==> src/design/mxio_pkg.sv <==
// Purpose: Shared constants and types of the multiplexed eight-bit port.
// Assumes: AHB-Lite register access, one aligned word per register.
// Notes:   Register indices are kept; byte address is four times the index.

package mxio_pkg;

   // ************************************************
   // Sizes and register map
   // ************************************************
   localparam int          PORT_W        = 8;
   localparam int          SYNC_STAGES   = 2;
   localparam logic [31:0] DIR_INDEX     = 32'h0000ffb5;
   localparam logic [31:0] DATA_INDEX    = 32'h0000ffb7;
   localparam logic [31:0] DIR_ADDR      = DIR_INDEX << 2;
   localparam logic [31:0] DATA_ADDR     = DATA_INDEX << 2;
   localparam logic [7:0]  DIR_RESET     = 8'h00;
   localparam logic [7:0]  DATA_RESET    = 8'h00;
   localparam logic [7:0]  DIR_READ_BACK = 8'hff;
   localparam logic [31:0] WORD_ZERO     = 32'h00000000;
   localparam logic [23:0] UPPER_ZERO    = 24'h000000;

   // ************************************************
   // Bus encodings
   // ************************************************
   localparam logic [2:0]  HSIZE_WORD    = 3'h2;
   localparam logic        HRESP_OKAY    = 1'h0;

   // ************************************************
   // Pin positions of the shared functions
   // ************************************************
   localparam int          PIN_TCI0      = 0;
   localparam int          PIN_TRI0      = 1;
   localparam int          PIN_CMP0      = 2;
   localparam int          PIN_TCI1      = 3;
   localparam int          PIN_TRI1      = 4;
   localparam int          PIN_CMP1      = 5;
   localparam int          PIN_FRC_A     = 6;
   localparam int          PIN_FRC_B     = 7;

   // ************************************************
   // Types
   // ************************************************
   typedef enum logic [2:0] {
      MXIO_IDLE  = 3'h1,
      MXIO_WRITE = 3'h2,
      MXIO_READ  = 3'h4
   } mxio_phase_e;

   typedef struct packed {
      logic cmp0;
      logic cmp0_en;
      logic cmp1;
      logic cmp1_en;
      logic frc_a;
      logic frc_a_en;
      logic frc_b;
   } mxio_periph_s;

   typedef struct packed {
      logic [7:0] data;
      logic       oe;
   } mxio_ram_s;

endpackage : mxio_pkg

==> src/design/mxio_port.sv <==
// Purpose: Eight-bit general-purpose port with shared timer and RAM functions.
// Assumes: Standby and mode levels come from logic on hclk.
// Notes:   Pin drive is registered, so a change reaches the pins one cycle later.
//
// How it works
// (RL1) Direction bit 1 drives the pin, direction bit 0 makes it an input.
// (RL2) Direction register is write-only and reads back as all ones.
// (RL3) Reset and hardware standby clear direction to zero, all pins input.
// (RL4) Software standby keeps direction, so output pins keep driving.
// (RL5) Software standby drops peripheral use; pins revert to plain port control.
// (RL6) Reading an output pin returns the stored data bit.
// (RL7) Reading an input pin returns the synchronised pin level.
// (RL8) The same read-back selection applies to pins used by peripherals.
// (RL9) Data register is read/write, cleared by resets, kept in software standby.
// (RL10) Expanded modes share pins with RAM bus, timer inputs and compare outputs.
// (RL11) Eight pins, each with own direction and data bit at 7 to 0.
// (RL12) Top pin chosen by slave enable, compare-B enable and its direction bit.
// (RL13) An enabled peripheral output overrides the data register on its pin.

`timescale 1ns/1ps
`default_nettype none

module mxio_port
   import mxio_pkg::*;
#(
   parameter int WIDTH = mxio_pkg::PORT_W
) (
   // Clock and reset
   input  wire logic                   hclk,
   input  wire logic                   hresetn,
   // AHB-Lite slave
   input  wire logic                   hsel,
   input  wire logic [31:0]            haddr,
   input  wire logic [1:0]             htrans,
   input  wire logic                   hwrite,
   input  wire logic [2:0]             hsize,
   input  wire logic [31:0]            hwdata,
   input  wire logic                   hready,
   output logic                        hreadyout,
   output logic                        hresp,
   output logic      [31:0]            hrdata,
   // Operating modes
   input  wire logic                   expanded_mode,
   input  wire logic                   slave_port_mode_enable,
   input  wire logic                   compare_b_output_enable,
   input  wire logic                   hw_standby,
   input  wire logic                   sw_standby,
   // Peripheral side
   input  wire mxio_pkg::mxio_periph_s periph,
   input  wire mxio_pkg::mxio_ram_s    ram,
   output logic      [1:0]             timer_reset_input,
   output logic      [1:0]             timer_clock_input,
   output logic      [7:0]             shared_ram_data_line,
   // Pins
   input  wire logic [WIDTH-1:0]       pin_in,
   output logic      [WIDTH-1:0]       pin_out,
   output logic      [WIDTH-1:0]       pin_oe_n
);

   import mxio_pkg::*;

   // The per-pin function map is fixed to eight positions, so other widths are refused.
   if (WIDTH != PORT_W) begin : g_width_check
      $error("mxio_port serves exactly eight pins.");
   end

   // ************************************************
   // Register state
   // ************************************************
   logic [7:0] dir_q;
   logic [7:0] dir_d;
   logic [7:0] data_q;
   logic [7:0] data_d;
   logic       wr_phase;

   // ************************************************
   // Functions
   // ************************************************
   function automatic logic hits(input logic [31:0] addr,
                                 input logic [31:0] reg_addr);
      hits = (addr == reg_addr);
   endfunction : hits

   // Output pins read their stored bit, input pins their synchronised level.
   function automatic logic [7:0] read_back(input logic [7:0] dir,
                                            input logic [7:0] dat,
                                            input logic [7:0] pin);
      read_back = (dir & dat) | (~dir & pin);
   endfunction : read_back

   // ************************************************
   // Pin synchroniser
   // ************************************************
   logic [7:0] pin_sync;

   mxio_sync #(
      .W      (WIDTH),
      .STAGES (SYNC_STAGES)
   ) u_sync (
      .hclk     (hclk),
      .hresetn  (hresetn),
      .async_in (pin_in),
      .sync_out (pin_sync)
   );

   // ************************************************
   // Bus phase tracking
   // ************************************************
   mxio_phase_e phase_q;
   mxio_phase_e phase_d;
   logic        sel_dir_q;
   logic        sel_dir_d;
   logic        sel_data_q;
   logic        sel_data_d;
   logic [31:0] hrdata_q;
   logic [31:0] hrdata_d;
   logic        addr_valid;
   logic [31:0] rd_word;

   assign addr_valid = hsel && hready && htrans[1] && (hsize == HSIZE_WORD);

   always_comb begin
      rd_word = WORD_ZERO;
      if (hits(haddr, DIR_ADDR)) begin
         rd_word = {UPPER_ZERO, DIR_READ_BACK}; // RL2
      end else if (hits(haddr, DATA_ADDR)) begin
         rd_word = {UPPER_ZERO, read_back(dir_q, data_q, pin_sync)}; // RL6 RL7 RL8
      end
   end

   always_comb begin
      phase_d    = MXIO_IDLE;
      sel_dir_d  = 1'b0;
      sel_data_d = 1'b0;
      hrdata_d   = WORD_ZERO;
      if (addr_valid) begin
         sel_dir_d  = hits(haddr, DIR_ADDR);
         sel_data_d = hits(haddr, DATA_ADDR);
         if (hwrite) begin
            phase_d = MXIO_WRITE;
         end else begin
            phase_d  = MXIO_READ;
            hrdata_d = rd_word;
         end
      end else if (!hready) begin
         phase_d    = phase_q;
         sel_dir_d  = sel_dir_q;
         sel_data_d = sel_data_q;
         hrdata_d   = hrdata_q;
      end
   end

   always_ff @(posedge hclk or negedge hresetn) begin
      if (!hresetn) begin
         phase_q    <= MXIO_IDLE;
         sel_dir_q  <= 1'b0;
         sel_data_q <= 1'b0;
         hrdata_q   <= WORD_ZERO;
      end else begin
         phase_q    <= phase_d;
         sel_dir_q  <= sel_dir_d;
         sel_data_q <= sel_data_d;
         hrdata_q   <= hrdata_d;
      end
   end

   // ************************************************
   // Bus response
   // ************************************************
   // Zero wait states, so the read data register is already valid in the data phase.
   assign hreadyout = 1'b1;
   assign hresp     = HRESP_OKAY;
   assign hrdata    = hrdata_q;

   // ************************************************
   // Direction and data registers
   // ************************************************
   // Only a completed write address phase opens the data phase for a register update.
   always_comb begin
      case (phase_q)
         MXIO_IDLE: begin
            wr_phase = 1'b0;
         end
         MXIO_WRITE: begin
            wr_phase = 1'b1;
         end
         MXIO_READ: begin
            wr_phase = 1'b0;
         end
         default: begin
            wr_phase = 1'b0;
         end
      endcase
   end

   // Software standby leaves both registers alone, so output pins keep their level.
   // Hardware standby clears them synchronously; a write in that same cycle is lost.
   always_comb begin
      dir_d  = dir_q; // RL4
      data_d = data_q; // RL9
      if (hw_standby) begin
         dir_d  = DIR_RESET; // RL3
         data_d = DATA_RESET; // RL9
      end else if (wr_phase) begin
         if (sel_dir_q) begin
            dir_d = hwdata[7:0]; // RL11
         end
         if (sel_data_q) begin
            data_d = hwdata[7:0]; // RL9 RL11
         end
      end
   end

   always_ff @(posedge hclk or negedge hresetn) begin
      if (!hresetn) begin
         dir_q  <= DIR_RESET; // RL3
         data_q <= DATA_RESET; // RL9
      end else begin
         dir_q  <= dir_d;
         data_q <= data_d;
      end
   end

   // ************************************************
   // Pin function selection
   // ************************************************
   logic [7:0] per_en;
   logic [7:0] per_val;
   logic [7:0] drv_en;
   logic [7:0] drv_val;
   logic       standby_any;
   logic       shared_ok;
   logic [7:0] pin_out_q;
   logic [7:0] pin_out_d;
   logic [7:0] pin_oe_n_q;
   logic [7:0] pin_oe_n_d;

   // Shared use is dropped in either standby, so peripheral outputs no longer reach the pins.
   assign standby_any = sw_standby || hw_standby;
   assign shared_ok   = expanded_mode && !standby_any; // RL5 RL10

   always_comb begin
      per_en             = 8'h00;
      per_val            = 8'h00;
      per_en[PIN_CMP0]   = periph.cmp0_en;
      per_val[PIN_CMP0]  = periph.cmp0;
      per_en[PIN_CMP1]   = periph.cmp1_en;
      per_val[PIN_CMP1]  = periph.cmp1;
      per_en[PIN_FRC_A]  = periph.frc_a_en;
      per_val[PIN_FRC_A] = periph.frc_a;
      // The top pin has no enable of its own; the compare-B enable stands in for it.
      per_en[PIN_FRC_B]  = compare_b_output_enable; // RL12
      per_val[PIN_FRC_B] = periph.frc_b;
   end

   always_comb begin
      drv_en  = dir_q; // RL1
      drv_val = data_q; // RL1
      if (shared_ok) begin
         if (slave_port_mode_enable) begin
            drv_en  = {WIDTH{ram.oe}}; // RL10 RL12
            drv_val = ram.data; // RL10
         end else begin
            for (int i = 0; i < WIDTH; i++) begin
               if (per_en[i]) begin
                  drv_en[i]  = 1'b1; // RL13
                  drv_val[i] = per_val[i]; // RL13
               end
            end
         end
      end
      pin_out_d  = drv_val & drv_en;
      pin_oe_n_d = ~drv_en;
   end

   // ************************************************
   // Pin drive registers
   // ************************************************
   // Registering the drive keeps decode glitches off the pins, at one cycle of lag.
   always_ff @(posedge hclk or negedge hresetn) begin
      if (!hresetn) begin
         pin_out_q  <= 8'h00;
         pin_oe_n_q <= 8'hff;
      end else begin
         pin_out_q  <= pin_out_d;
         pin_oe_n_q <= pin_oe_n_d;
      end
   end

   assign pin_out  = pin_out_q;
   assign pin_oe_n = pin_oe_n_q;

   // ************************************************
   // Inputs handed to the timers and the RAM bus
   // ************************************************
   // Timer inputs see the pin at all times; the timer itself decides whether to use it.
   assign timer_clock_input    = {pin_sync[PIN_TCI1], pin_sync[PIN_TCI0]}; // RL10
   assign timer_reset_input    = {pin_sync[PIN_TRI1], pin_sync[PIN_TRI0]}; // RL10
   assign shared_ram_data_line = pin_sync; // RL10

endmodule : mxio_port

`default_nettype wire

==> src/design/mxio_sync.sv <==
// Purpose: Multi-stage synchroniser for pin levels.
// Assumes: Inputs are asynchronous to hclk.
// Notes:   Only the last stage may be read outside this module.

`timescale 1ns/1ps
`default_nettype none

module mxio_sync #(
   parameter int W      = 8,
   parameter int STAGES = 2
) (
   // Clock and reset
   input  wire logic         hclk,
   input  wire logic         hresetn,
   // Levels
   input  wire logic [W-1:0] async_in,
   output logic      [W-1:0] sync_out
);

   logic [STAGES-1:0][W-1:0] chain_q;
   logic [STAGES-1:0][W-1:0] chain_d;

   if (STAGES < 2 || W < 1) begin : g_size_check
      $error("mxio_sync needs at least two stages.");
   end

   always_comb begin
      chain_d = {chain_q[STAGES-2:0], async_in};
   end

   always_ff @(posedge hclk or negedge hresetn) begin
      if (!hresetn) begin
         chain_q <= '0;
      end else begin
         chain_q <= chain_d;
      end
   end

   assign sync_out = chain_q[STAGES-1];

endmodule : mxio_sync

`default_nettype wire

==> config.mk <==
export PLATFORM = sky130hd
export DESIGN_NAME = mxio_port
export DESIGN_NICKNAME = d
export VERILOG_FILES = /design/src/design/mxio_pkg.sv /design/src/design/mxio_port.sv /design/src/design/mxio_sync.sv
export SDC_FILE = /design/constraint.sdc
export NUM_CORES = 1
export LEC_CHECK = 0
export BUFFER_PORTS_ARGS = -buffer_cell sky130_fd_sc_hd__buf_2
export CAP_MARGIN = 20
export CORE_ASPECT_RATIO = 1.75
export CORE_UTILIZATION = 39
export DETAILED_ROUTE_END_ITERATION = 10
export GPL_TIMING_DRIVEN = 1
export MAX_ROUTING_LAYER = met4
export PLACE_DENSITY = 0.76
export SYNTH_ARGS = -nofsm -noshare
export SYNTH_HDL_FRONTEND = slang
export SYNTH_SLANG_ARGS = --single-unit
==> constraint.sdc <==
create_clock -name hclk -period 1.2 [get_ports hclk]
set_input_delay 0.12 -clock hclk [delete_from_list [all_inputs] [get_ports hclk]]
set_output_delay 0.12 -clock hclk [all_outputs]
set_load 0.01 [all_outputs]
* Word-level counts from Yosys, hierarchy flattened *
Index checks and enable logic that the tools add are counted.

cells by class
  $add $sub $neg = 0
  $mul = 0
  div/mod/pow operators = 0
  order comparisons = 0
  equal/unequal tests = 4
  shift operators = 0
  mux-type cells = 30
  bitwise logic cells = 6
  reductions and logical operators = 12

operator list
  cell                    count
  $mux W32                4
  $mux W8                 11
  $eq A32 B18 Y1 const B  2
  $and A8 B8 Y8           3
  $not A8 Y8              2
  $mux W1                 12
  $mux W3                 3
  $or A8 B8 Y8            1
  $reduce_bool A2 Y1      4
  $eq A3 B2 Y1 const B    2
  $logic_and A1 B1 Y1     4
  $reduce_and A2 Y1       2
  $logic_not A1 Y1        1
  $logic_or A1 B1 Y1      1

storage, ports and cells
  register bits after elaboration = 85
  bits in latches = 0
  RAM bits = 0
  bits in read-only memories = 0
  input port bits = 103
  output and inout bits = 62
  word-level logic and storage cells = 62
  memories kept = 0

* Depth between registers and ports, before layout *
  depth after elaboration = 7
  depth in mapped cells = 6
  depth with buffers taken out = 4

* Cells and area by module *
Synthesis repeated with hierarchy kept, for this count alone.

second synthesis, totals
  cell total of the unflattened synthesis = 249
  area, all modules = 2785.2 µm²

modules (own cells, without submodules)
  module     instances  cells each  area an instance (µm²)  seq. area each (µm²)
  mxio_port  1          233         2384.8                  1137.3
  mxio_sync  1          16          400.4                   400.4

* Worst setup path after synthesis *
No wires, ideal clock.

  path type = input-to-reg
  from = in haddr[19]
  to = reg hrdata_q[6], in the netlist hrdata[6]
  setup time = 0.066 ns
  arrival time = 1.272 ns
  required time = 1.134 ns
  path slack = -0.138 ns
  stages = 4
  buffers on the path = 0
  cell sequence = or4_4 > nor4_4 > and3_2 > a22o_1

between the ends
  cells in the longest elaborated chain, start to end = 5
  elaborated cells between the ends (all ways) = 6
  those cells by class = eq/ne: 2; mux: 4

RTL lines
  what                  RTL line          RTL
  start, declared       mxio_port.sv:33   input wire logic [31:0] haddr,
  $eq A32 B18 Y1        mxio_port.sv:81   hits = (addr == reg_addr);
  $mux W8               mxio_port.sv:126  end else if (hits(haddr, DATA_ADDR)) begin
  $mux W32 *            mxio_port.sv:124  if (hits(haddr, DIR_ADDR)) begin
  $mux W32 *            mxio_port.sv:139  if (hwrite) begin
  $mux W32 *            mxio_port.sv:136  if (addr_valid) begin
  end signal, assigned  mxio_port.sv:163  hrdata_q <= hrdata_d;
  end, declared         mxio_port.sv:115  logic [31:0] hrdata_q;

Every way passes the cells marked *; elsewhere a longest branch is shown, timed or not.
A chain may end at the register's enable or synchronous reset.

* Final worst setup path *
  from = reg phase_q[2]
  to = reg data_q[0]

between the ends
  cells in the longest elaborated chain, start to end = 4

RTL lines
  what                                 RTL line          RTL
  start, declared                      mxio_port.sv:109  mxio_phase_e phase_q;
  start signal, assigned               mxio_port.sv:160  phase_q <= phase_d;
  $eq A3 B2 Y1                         mxio_port.sv:180  case (phase_q)
  $mux W1                              mxio_port.sv:180
  $reduce_bool A2 Y1 (no source line)  -
  $reduce_and A2 Y1 (no source line)   -
  end signal, assigned                 mxio_port.sv:220  data_q <= data_d;
  end, declared                        mxio_port.sv:72   logic [7:0] data_q;

No other way between the ends.

==> results.md <==
- Tmin final: 1320 ps
- RSZ-0062 raised after global routing: yes
- Synth cell types: 35
- Placed standard-cell area: 3360 um^2
- Status: finished, violations left
- Sequential area share after synthesis: 0.565
- Cell Rows: 40
- Combinational fraction of design power: 0.086
- Switching Share: 0.220
- Sequential power share: 0.429
- #FFs+latches synth: 61
- Post-Synthesis Cells: 242
- Via count: 2,232
- Reg clk slew, reported paths: 50 ps
- Syn Area/Cell: 11.3 um^2
- Root buffer cell: clkbuf_16
- Worst min-delay path category: in -> reg
- Final Hold Viols: 0
- Die extent in x: 65.2 um
- NumNets Final: 478
- Post-Layout Inst Area: 3810 um^2
- Internal Pwr Total: 0.00386 W
- Slew HR: 0.654
- Clock power frac: 0.485
- Tcrit/Tclk final: 1.10
- GP Congestion: 0.807
- Setup ws final: -120 ps
- TritonCTS buffer count: 9
- Utilization after layout: 0.559
- Vias in the first global route: 2,260
- Die H: 113 um
- Antenna diode count: 0
- Failing checks: setup timing
- GRT overflow: 0
- Crit path from: phase_q[2]
- Cell area after synthesis: 2720 um^2
- Layout cells sized above 1: 0.437
- Initial antenna violation count: 0
- Worst r2r src: phase_q[2]
- Clk sinks: 61
- HP Start: ram[2]
- Tightest Pin Transition: 519 ps
- Final Setup Violations: 22
- CTS tree: built
- Core ar.: 6810 um^2
- Cell accounting for the most synthesized area: dfrtp_1
- Switching power total: 0.00109 W
- Area delta synth->final: 39.8%
- DR vias/cell: 4.81
- First-pass GRT wire length: 10.4 mm
- Pwr Density: 1300 nW/um^2
- Starting Density: 0.400
- Top post-synthesis cells by area: dfrtp_1 (48%), dfstp_2 (8.7%), buf_4 (8.3%)
- Post-route ant nets: 0
- Worst-path fanout max: 8
- Most common cell after layout, fill and taps aside: buf_2
- Skew-Pair Late Insertion Delay: 330 ps
- GRT Total Usage: 0.198
- Worst IR Drop VDD: 0.000841 V
- Top-area cell type share of the netlist area: 0.478
- Die ar.: 7330 um^2
- Synth warnings: 0
- Maxcap violations: 0
- WS Path Type: reg -> reg
- Worst Setup End Kind: flop
- Async set or reset register ratio after synthesis: 1.00
- Crit path DAT: 1530 ps
- DR WL/cell: 13.9 um
- # DRC: 0
- Clk buf depth: 2
- Worst Setup Start Kind: flop
- Largest net degree at the start of global routing: 62
- Htree depth: 3
- DR pass1 iterations: 4
- HPWL after DPL: 4.81 mm
- Max Fclk: 0.757 GHz
- I/O pin count: 165
- DRC violation total after the first TritonRoute iteration: 147
- Place WS: -329 ps
- Critical Path RT: 1410 ps
- EDFF count, synth: 0
- I/O Buffers: 113
- Commonest cells after routing, fill and taps aside: buf_2 (112), dfrtp_1 (52), nor2_1 (30)
- Skew final: 4.94 ps
- Top FF cell, synth: dfrtp_1
- Final wirelength: 6.45 mm
- Final Max Tran Viols: 0
- Leak: 1.90 nW
==> through the flow <==
stage	instances	power (W)	setup TNS [ps]	hold slack [ps]
floorplan	266	0.00237	-655	-176
global placement	436	0.00254	-3540	142
detailed placement	436	0.00255	-4430	155
CTS	462	0.00499	-1640	20.9
global route	464	0.00514	-3980	41.8
finish	464	0.00495	-1690	33.8
==> flip-flops by register name, indices dropped and copies added (netlist names) <==
signal and flops:
dir_q 8, pin_oe_n 8, u_sync.chain_d 8, pin_out 8, phase_q 3, data_q 8, u_sync.sync_out 8, hrdata 8
sel_dir_q 1, sel_data_q 1
==> worst max-delay path, stage by stage, from the launching register on <==
cell and delay (ps):
dfrtp_1 420, nor4bb_2 260, buf_4 250, mux2i_1 210
nor2_1 70
==> power by group through the flow <==
stage / registers (W) / logic, W / clock network, W
5_1_grt: 0.00212 / 0.000472 / 0.00255
6_report: 0.00212 / 0.000424 / 0.00240
2_1_floorplan: 0.00216 / 0.000208 / 0
3_5_place_dp: 0.00215 / 0.000393 / 0
3_3_place_gp: 0.00215 / 0.000384 / 0
4_1_cts: 0.00212 / 0.000420 / 0.00244
==> what timing repair did <==
action / in CTS / in global routing
resized for setup: 0 / 8
setup endpoints to repair: 16 / 23
pin swaps: 4 / 7
hold buffers: 10 / 0
buffers inserted: 0 / 2
endpoints found under the hold margin: 61 / 0
==> final cells by class <==
| type | count | area, um^2 |
|---|---|---|
| Clock buffer | 15 | 278 |
| Clock inverter | 1 | 5.00 |
| Fill cell | 631 | 3000 |
| Inverter | 11 | 41.3 |
| Multi-Input combinational cell | 154 | 1040 |
| Sequential cell | 61 | 1540 |
| Tap cell | 84 | 105 |
| Timing Repair Buffer | 138 | 797 |
==> cell usage after synthesis, drive strengths merged (3+ instances only) <==
library cell	number
o21ai	9
a21oi	5
mux2i	17
buf	34
nand4b	5
inv	11
dfrtp	52
nand3	4
nor2b	3
dfstp	9
nand2	5
o22ai	8
a31oi	4
nor2	30
clkbuf	6
nor3b	4
a211oi	3
o2bb2ai	9
nor3	4
o21a	4
==> kinds of logic after synthesis <==
group           count (synthesis)  share of synthesized area
other cells                     2                    0.00276
buf+inv                        51                      0.114
mux                            17                     0.0625
compound gates                 44                      0.108
simple gates                   67                      0.148
flops                          61                      0.565
==> routing by layer <==
layer,global-route usage,vias to the layer above,wire length [um]
met5,-,-,0
met4,0.141,0,230
met1,0.186,1057,2110
met2,0.348,108,3690
li1,-,1050,-
met3,0.0356,17,427
==> final timing paths <==
kind,slack [ps],cells past startpoint,to
worst max-delay path,-120,4,data_q[0]
worst min-delay path,30,3,pin_out[1]
worst max register to register,-120,4,data_q[0]
worst min register to register,350,0,u_sync.sync_out[5]
max in group asynchronous,550,3,pin_oe_n[2]
min in group asynchronous,340,3,hrdata[0]
(Power assumes the default switching activity.)
